==> src/rtl/gosm_map.svh <==
// Register offsets, field positions and reset values of the pin output mux.
// Assumes inclusion by bare name from design files that need them.
`ifndef GOSM_MAP_SVH
`define GOSM_MAP_SVH

// ==========================================================================
// Register offsets (byte addresses = 4 x index)
`define GOSM_PIN6_IDX 8'h16
`define GOSM_PIN7_IDX 8'h17
`define GOSM_STATUS_IDX 8'h20

// ==========================================================================
// Control register field positions
`define GOSM_SEL_HI 7
`define GOSM_SEL_LO 5
`define GOSM_SRC_HI 4
`define GOSM_SRC_LO 2
`define GOSM_VAL_BIT 1
`define GOSM_EN_BIT 0

// ==========================================================================
// Reset values
`define GOSM_CTL_RESET 8'h00
`define GOSM_UNMAPPED_DATA 32'h00000000

`endif

==> src/rtl/gosm_pkg.sv <==
// Types shared by the pin output mux.
// Assumes nothing beyond a SystemVerilog compiler.
package gosm_pkg;

  // ========================================================================
  // Source group codes
  typedef enum logic [2:0] {
    GOSM_SRC_RX0 = 3'h0,
    GOSM_SRC_RX1 = 3'h1,
    GOSM_SRC_RX2 = 3'h2,
    GOSM_SRC_RX3 = 3'h3,
    GOSM_SRC_DEV = 3'h4,
    GOSM_SRC_RSV5 = 3'h5,
    GOSM_SRC_TX0 = 3'h6,
    GOSM_SRC_RSV7 = 3'h7
  } gosm_src_t;

  // Control register layout
  typedef struct packed {
    logic [2:0] signal_select;
    logic [2:0] source_group;
    logic register_level;
    logic drive_enable;
  } gosm_ctl_t;

  // Status of one receive port
  typedef struct packed {
    logic [3:0] remote_pins;
    logic lock;
    logic pass;
    logic frame_valid;
    logic line_valid;
    logic enabled;
  } gosm_rx_t;

  // Status of the transmit port
  typedef struct packed {
    logic [3:0] pass_select;
    logic frame_valid;
    logic line_valid;
    logic synchronized;
    logic interrupt;
  } gosm_tx_t;

  // Bus access state
  typedef enum logic [1:0] {
    GOSM_BUS_IDLE = 2'b00,
    GOSM_BUS_ACK = 2'b01
  } gosm_bus_state_t;

endpackage

==> src/rtl/gosm_pin_select.sv <==
// Signal selector for one output pin, from its control fields.
// Assumes status inputs synchronous to the core clock.
`timescale 1ns/1ps

module gosm_pin_select
  import gosm_pkg::*;
(
  // Control fields
  input wire gosm_ctl_t ctl_i,
  // Status sources
  input wire gosm_rx_t [3:0] rx_i,
  input wire gosm_tx_t tx_i,
  input wire logic frame_sync_i,
  // Selected level
  output logic level_o
);

  // ==========================================================================
  // Source and select decode
  always_comb begin
    logic [3:0] lock_en;
    logic [3:0] pass_en;
    logic [3:0] pass_tx;
    lock_en = '0;
    pass_en = '0;
    pass_tx = '0;
    level_o = 1'b0;
    for (int i = 0; i < 4; i++) begin
      lock_en[i] = rx_i[i].lock & rx_i[i].enabled;
      pass_en[i] = rx_i[i].pass | ~rx_i[i].enabled; // Disabled ports do not block AND
      pass_tx[i] = rx_i[i].pass | ~tx_i.pass_select[i];
    end
    case (gosm_src_t'(ctl_i.source_group))
      GOSM_SRC_RX0, GOSM_SRC_RX1, GOSM_SRC_RX2, GOSM_SRC_RX3: begin
        case (ctl_i.signal_select)
          3'h0, 3'h1, 3'h2, 3'h3: level_o = rx_i[ctl_i.source_group[1:0]]
              .remote_pins[ctl_i.signal_select[1:0]];
          3'h4: level_o = rx_i[ctl_i.source_group[1:0]].lock;
          3'h5: level_o = rx_i[ctl_i.source_group[1:0]].pass;
          3'h6: level_o = rx_i[ctl_i.source_group[1:0]].frame_valid;
          default: level_o = rx_i[ctl_i.source_group[1:0]].line_valid;
        endcase
      end
      GOSM_SRC_DEV: begin
        case (ctl_i.signal_select)
          3'h0: level_o = ctl_i.register_level;
          3'h1: level_o = |lock_en;
          3'h2: level_o = |(pass_en & {rx_i[3].enabled, rx_i[2].enabled,
              rx_i[1].enabled, rx_i[0].enabled});
          3'h3: level_o = (&pass_en) & (|{rx_i[3].enabled, rx_i[2].enabled,
              rx_i[1].enabled, rx_i[0].enabled});
          3'h4: level_o = frame_sync_i;
          default: level_o = 1'b0;
        endcase
      end
      GOSM_SRC_TX0: begin
        case (ctl_i.signal_select)
          3'h0: level_o = (&pass_tx) & (|tx_i.pass_select);
          3'h1: level_o = |({rx_i[3].pass, rx_i[2].pass, rx_i[1].pass,
              rx_i[0].pass} & tx_i.pass_select);
          3'h2: level_o = tx_i.frame_valid;
          3'h3: level_o = tx_i.line_valid;
          3'h4: level_o = tx_i.synchronized;
          3'h5: level_o = tx_i.interrupt;
          default: level_o = 1'b0;
        endcase
      end
      default: level_o = 1'b0;
    endcase
  end

endmodule

==> src/rtl/gosm_top.sv <==
// Output mux and enables for general-purpose pins six and seven.
// Assumes an Avalon-MM master on the core clock; pin inputs synchronous.
//
// Behaviour
// Pin seven source 0-3 picks a receive port, 4 device status, 6 transmit port, 5/7 reserved.
// Pin seven control holds select in 7:5, source in 4:2, level in bit 1 and enable in bit 0.
// From a receive port, selects 0-3 give remote pins, 4-7 lock, pass, frame and line valid.
// With device status, select 0 gives register level, 1 OR of enabled locks, 4 frame sync.
// With device status, select 3 gives AND of enabled pass, and select 2 gives OR of pass; the mux ORs the pass of enabled ports only.
// With transmit source, selects 0-3 give pass AND, pass OR, frame valid and line valid.
// With transmit source, select 4 gives the multi-port synchronized flag.
// With transmit source, select 5 gives its interrupt; 6 and 7 drive low.
// Pin seven level bit is the pin level when the register value is chosen.
// Pin seven enable bit gates driving and resets to zero.
// Pin six level bit is the pin level when the register value is chosen.
// Pin six enable bit gates driving and resets to zero.
// Pin six source field in 4:2 uses the same encoding as pin seven.
// A pin with enable low is left undriven whatever its source and select.
//
// Added by the designer: the Avalon-MM interface to the registers.
`timescale 1ns/1ps
`include "gosm_map.svh"

module gosm_top
  import gosm_pkg::*;
(
  // Clock and reset
  input wire logic core_clk_i,
  input wire logic rst_n_i,
  // Avalon-MM slave
  input wire logic [9:0] avs_address_i,
  input wire logic avs_read_i,
  input wire logic avs_write_i,
  input wire logic [31:0] avs_writedata_i,
  input wire logic [3:0] avs_byteenable_i,
  output logic [31:0] avs_readdata_o,
  output logic avs_waitrequest_o,
  output logic [1:0] avs_response_o,
  // Status sources
  input wire gosm_rx_t [3:0] rx_status_i,
  input wire gosm_tx_t tx_status_i,
  input wire logic frame_sync_i,
  // Pins
  output logic pin6_level_o,
  output logic pin6_oe_o,
  output logic pin7_level_o,
  output logic pin7_oe_o
);

  // ==========================================================================
  // Declarations
  gosm_ctl_t pin6_ctl_reg;
  gosm_ctl_t pin7_ctl_reg;
  gosm_bus_state_t bus_state_reg;
  logic [31:0] rdata_next;
  logic hit_next;
  logic [7:0] word_idx;
  logic pin6_sel;
  logic pin7_sel;

  // Byte address to register index
  function automatic logic [7:0] reg_index(input logic [9:0] addr);
    reg_index = addr[9:2];
  endfunction

  assign word_idx = reg_index(avs_address_i);

  // ==========================================================================
  // Bus handshake: one wait cycle, then acknowledge
  always_ff @(posedge core_clk_i) begin
    if (!rst_n_i) begin
      bus_state_reg <= GOSM_BUS_IDLE;
    end else if (bus_state_reg == GOSM_BUS_ACK) begin
      bus_state_reg <= GOSM_BUS_IDLE;
    end else if (avs_read_i || avs_write_i) begin
      bus_state_reg <= GOSM_BUS_ACK;
    end
  end

  // Wait request from a flop: low only in the cycle after a request is taken
  always_ff @(posedge core_clk_i) begin
    if (!rst_n_i) begin
      avs_waitrequest_o <= 1'b1;
    end else begin
      case (bus_state_reg)
        GOSM_BUS_IDLE: avs_waitrequest_o <= !(avs_read_i || avs_write_i);
        default: avs_waitrequest_o <= 1'b1;
      endcase
    end
  end

  // ==========================================================================
  // Control registers, written on the acknowledge edge
  always_ff @(posedge core_clk_i) begin
    if (!rst_n_i) begin
      pin6_ctl_reg <= `GOSM_CTL_RESET;
      pin7_ctl_reg <= `GOSM_CTL_RESET;
    end else if (bus_state_reg == GOSM_BUS_ACK && avs_write_i && avs_byteenable_i[0]) begin
      if (word_idx == `GOSM_PIN6_IDX) begin
        pin6_ctl_reg <= avs_writedata_i[7:0];
      end
      if (word_idx == `GOSM_PIN7_IDX) begin
        pin7_ctl_reg <= avs_writedata_i[7:0];
      end
    end
  end

  // Read decode
  always_comb begin
    rdata_next = `GOSM_UNMAPPED_DATA;
    hit_next = 1'b1;
    case (word_idx)
      `GOSM_PIN6_IDX: rdata_next = {24'h000000, pin6_ctl_reg};
      `GOSM_PIN7_IDX: rdata_next = {24'h000000, pin7_ctl_reg};
      `GOSM_STATUS_IDX: rdata_next = {28'h0000000, pin7_oe_o, pin7_level_o,
          pin6_oe_o, pin6_level_o};
      default: hit_next = 1'b0;
    endcase
  end

  // Read data and response registered during the wait cycle
  always_ff @(posedge core_clk_i) begin
    if (!rst_n_i) begin
      avs_readdata_o <= 32'h00000000;
      avs_response_o <= 2'h0;
    end else if (bus_state_reg == GOSM_BUS_IDLE && (avs_read_i || avs_write_i)) begin
      avs_readdata_o <= avs_read_i ? rdata_next : 32'h00000000;
      avs_response_o <= hit_next ? 2'h0 : 2'h3; // Unmapped answers decode error
    end
  end

  // ==========================================================================
  // Signal selection per pin
  gosm_pin_select u_pin6_select (
    .ctl_i(pin6_ctl_reg),
    .rx_i(rx_status_i),
    .tx_i(tx_status_i),
    .frame_sync_i(frame_sync_i),
    .level_o(pin6_sel)
  );

  gosm_pin_select u_pin7_select (
    .ctl_i(pin7_ctl_reg),
    .rx_i(rx_status_i),
    .tx_i(tx_status_i),
    .frame_sync_i(frame_sync_i),
    .level_o(pin7_sel)
  );

  // ==========================================================================
  // Pin outputs registered; level forced low while not driving
  always_ff @(posedge core_clk_i) begin
    if (!rst_n_i) begin
      pin6_level_o <= 1'b0;
      pin6_oe_o <= 1'b0;
      pin7_level_o <= 1'b0;
      pin7_oe_o <= 1'b0;
    end else begin
      pin6_oe_o <= pin6_ctl_reg.drive_enable;
      pin6_level_o <= pin6_ctl_reg.drive_enable & pin6_sel;
      pin7_oe_o <= pin7_ctl_reg.drive_enable;
      pin7_level_o <= pin7_ctl_reg.drive_enable & pin7_sel;
    end
  end

endmodule

==> config.mk <==
export PLATFORM = sky130hd
export DESIGN_NAME = gosm_top
export DESIGN_NICKNAME = d
export VERILOG_FILES = /design/src/rtl/gosm_pkg.sv /design/src/rtl/gosm_pin_select.sv /design/src/rtl/gosm_top.sv
export VERILOG_INCLUDE_DIRS = /design/src /design/src/rtl
export SDC_FILE = /design/constraint.sdc
export NUM_CORES = 1
export LEC_CHECK = 0
export BUFFER_PORTS_ARGS = -buffer_cell sky130_fd_sc_hd__buf_4
export CAP_MARGIN = 20
export CORE_UTILIZATION = 45
export CTS_CLUSTER_DIAMETER = 200
export CTS_CLUSTER_SIZE = 25
export DETAILED_ROUTE_END_ITERATION = 16
export PLACE_DENSITY = 0.81
export SYNTH_ARGS = -nofsm -noshare
export SYNTH_HDL_FRONTEND = slang
export SYNTH_SLANG_ARGS = --single-unit
==> constraint.sdc <==
create_clock -name core_clk_i -period 2.2 [get_ports core_clk_i]
set_clock_uncertainty 0.2 [all_clocks]
set_input_delay 0.22 -clock core_clk_i [delete_from_list [all_inputs] [get_ports core_clk_i]]
set_output_delay 0.22 -clock core_clk_i [all_outputs]
set_load 0.01 [all_outputs]
==> results.cfg <==
[grt]
grt_pass1_wl_um = 9450
gr-total-overflow = 0
grt_pass1_vias = 2078
grtUsageTotal_pct = 22.2
antenna_found_initial = 0
grt_max_degree = 14

[pwr]
ir_drop_uv = 296
power_leakage_nw = 1.42
combinationalPowerShare_pct = 18.6
netSwitchingFraction_pct = 23.5
p_int_mw = 0.986
clockPowerShare_pct = 37.3
p_seq_share_pct = 44.1
powerDensity_nw_per_um2 = 406
p_switching_mw = 0.303

[floorplanning]
die_height_um = 75.1
start_util_pct = 46.8
dieArea_um2 = 5640
coreArea_um2 = 5140
pin_count = 134
placementRows = 26
fp.dieW_um = 75.1

[setup_path]
slowest_stage = mux4_1
setup.worst_path.class = reg -> reg
worstPathArrival_ns = 1.99
cp_max_fo = 9
path_cells = buf_4 -> mux4_1 -> a21oi_1 -> o211ai_1 -> nand3b_1 -> a31oi_1 -> a31o_1
crit_path_end_kind = register
startpoint_type = register
cp_data_required_time_ns = 2.17
max_stage_delay_ns = 0.60

[placed_design]
numPortBuffers = 80
placed_cells_incl_taps = 408
hpwl_um = 4620
gp_congestion = 0.831
dp_slack_ns = 0.185

[clock_network]
cts-root-buf = clkbuf_8
clk_pin_slew_worst_paths_ns = 0.06
clk_path_buf_depth = 2
cts-htree-levels = 2
cts_sinks = 31
post_cts_resized = 0
cts_made_buffers = 5
tritoncts = done
clk_latency_ns = 0.28
cts_setup_buffers = 0

[timing]
fmaxAchievable_ghz = 0.494
maxSlewViolCount = 0
fin_ws_ns = 0.177
rsz0062_at_grt = false
final.min_clock_period_ns = 2.02
hold_violations = 0
finalSetupTns_ns = 0
setup_viol = 0
period_share_pct = 92.0

[route]
antenna_left = 0
drc = 0
totalWireLength_um = 5830
vias_per_cell = 5.29
dr_total_vias = 2236
drt_first_pass_iters = 4
drt_first_iter_violations = 106
wire_per_inst_um = 13.8

[final_layout]
instances_no_fill = 423
final_nets = 447
drive_above_1_share_pct = 31.2
final_core_util_pct = 61.7
area_growth_pct = 31.8
num_antenna_cells = 0

[synth]
syn_area_per_cell_um2 = 9.15
yosys_most_used_dff = dfxtp_1
syn_area_um2 = 2410
synth_top_area_cell = dfxtp_1
synth_edf_count = 0
ys_seq_area_share_pct = 25.8
synth_cell_type_count = 40
synth_area_leaders = dfxtp_1 26%, mux2i_1 14%, mux4_1 13%
synth_top_area_share_pct = 25.8
synth_common_cells = 34 x mux2i_1, 34 x nor2_1, 31 x dfxtp_1
synth-seq-cells = 31
synthCells = 263
ys_async_sr_fraction_pct = 0
yosysWarnings = 0

[job]
cap_viol_max_count = 0

[status]
status = completed

[worst_hold_path]
hp-class = in -> reg
-- per-stage QoR --
| stage | instance area [um2] | power, mW | hold slack, ns |
|---|---|---|---|
| after floorplan | 2490 | 0.711 | 0.142 |
| after global placement | 3000 | 0.804 | 0.261 |
| after detailed placement | 3000 | 0.810 | 0.271 |
| after CTS | 3170 | 1.30 | 0.00328 |
| after global routing | 3170 | 1.34 | 0.0292 |
| final | 3170 | 1.29 | 0.00602 |
-- per-layer routing --
layer / up-vias / wire length [um] / global-route usage, %
met5: - / 0 / 0
met4: 0 / 57 / 6.29
met3: 7 / 326 / 4.42
met2: 79 / 3050 / 38.9
met1: 1055 / 2390 / 27.7
li1: 1095 / - / -
-- logic make-up (layout without fill, tap and decap cells) --
logic type / after synthesis / in the layout / synth area share (%)
buffers and inverters: 55 / 122 / 13.8
flip-flops: 31 / 31 / 25.8
other: 1 / 24 / 0.156
multiplexers: 52 / 52 / 31.9
AO/OA/AOI/OAI: 47 / 47 / 12.5
AND/OR/NAND/NOR: 77 / 77 / 15.8
-- power by group through the flow --
stage               combinational (mW)  sequential (mW)  clock, mW
floorplan                        0.129            0.582          0
global placement                 0.223            0.581          0
detailed placement               0.229            0.581          0
CTS                              0.240            0.569      0.490
global route                     0.266            0.569      0.508
finish                           0.240            0.568      0.480
-- cells in the final DEF, fill, tap and decap left out, types with 2 or more instances in the layout --
| cell type | Yosys | routed |
|---|---|---|
| nor3_1 | 4 | 4 |
| dfxtp_1 | 31 | 31 |
| o21ai_0 | 9 | 9 |
| nor2_1 | 34 | 34 |
| or2_2 | 2 | 2 |
| a221oi_1 | 2 | 2 |
| nand2_1 | 9 | 9 |
| a22oi_1 | 3 | 3 |
| a22o_1 | 3 | 3 |
| nand3_1 | 2 | 2 |
| conb_1 | 1 | 24 |
| o31ai_1 | 4 | 4 |
| mux2i_1 | 34 | 34 |
| a31o_1 | 2 | 2 |
| nor4_1 | 4 | 4 |
| a31oi_1 | 4 | 4 |
| mux4_1 | 12 | 12 |
| nand2b_1 | 3 | 3 |
| and3_1 | 2 | 2 |
| buf_4 | 28 | 94 |
| inv_1 | 13 | 13 |
| nand3b_1 | 3 | 3 |
| a21oi_1 | 12 | 12 |
| o22ai_1 | 4 | 4 |
| and2_1 | 4 | 4 |
| nor2b_1 | 3 | 3 |
| mux4_2 | 4 | 4 |
| dlygate4sd3_1 | 0 | 7 |
| clkbuf_8 | 0 | 7 |
| mux2_2 | 2 | 2 |
| nor3b_1 | 3 | 3 |
-- repair_timing --
| item | 4_1_cts | 5_1_grt |
|---|---|---|
| hold endpoints to repair | 10 | 0 |
| setup endpoints to repair | 0 | 0 |
| hold buffers | 7 | 0 |
-- area by class of cell --
class	count	area, um2
sequential	31	621
tap	70	87.6
clock buffer	8	100
fill	471	1970
multi-input combinational	200	1540
timing repair buffer	101	776
inverter	13	48.8
-- worst max-delay path: cells and delay by family, from the launching register on --
| kind | cells | cell delay (ns) |
|---|---|---|
| multiplexers | 1 | 0.60 |
| AO/OA/AOI/OAI | 4 | 0.53 |
| AND/OR/NAND/NOR | 1 | 0.10 |
| flip-flops | 1 | 0.31 |
| buffers and inverters | 1 | 0.19 |
-- worst paths after layout --
| check | startpoint | cells past startpoint | slack, ns | endpoint |
|---|---|---|---|---|
| worst min register to register | avs_readdata_o[7] | 2 | 0.30 | avs_readdata_o[7] |
| worst max register to register | pin7_ctl_reg[2] | 7 | 0.18 | pin7_level_o |
| worst max-delay path | pin7_ctl_reg[2] | 7 | 0.18 | pin7_level_o |
| worst min-delay path | avs_writedata_i[4] | 3 | 0.006 | pin6_ctl_reg[4] |
(Power assumes the default switching activity.)
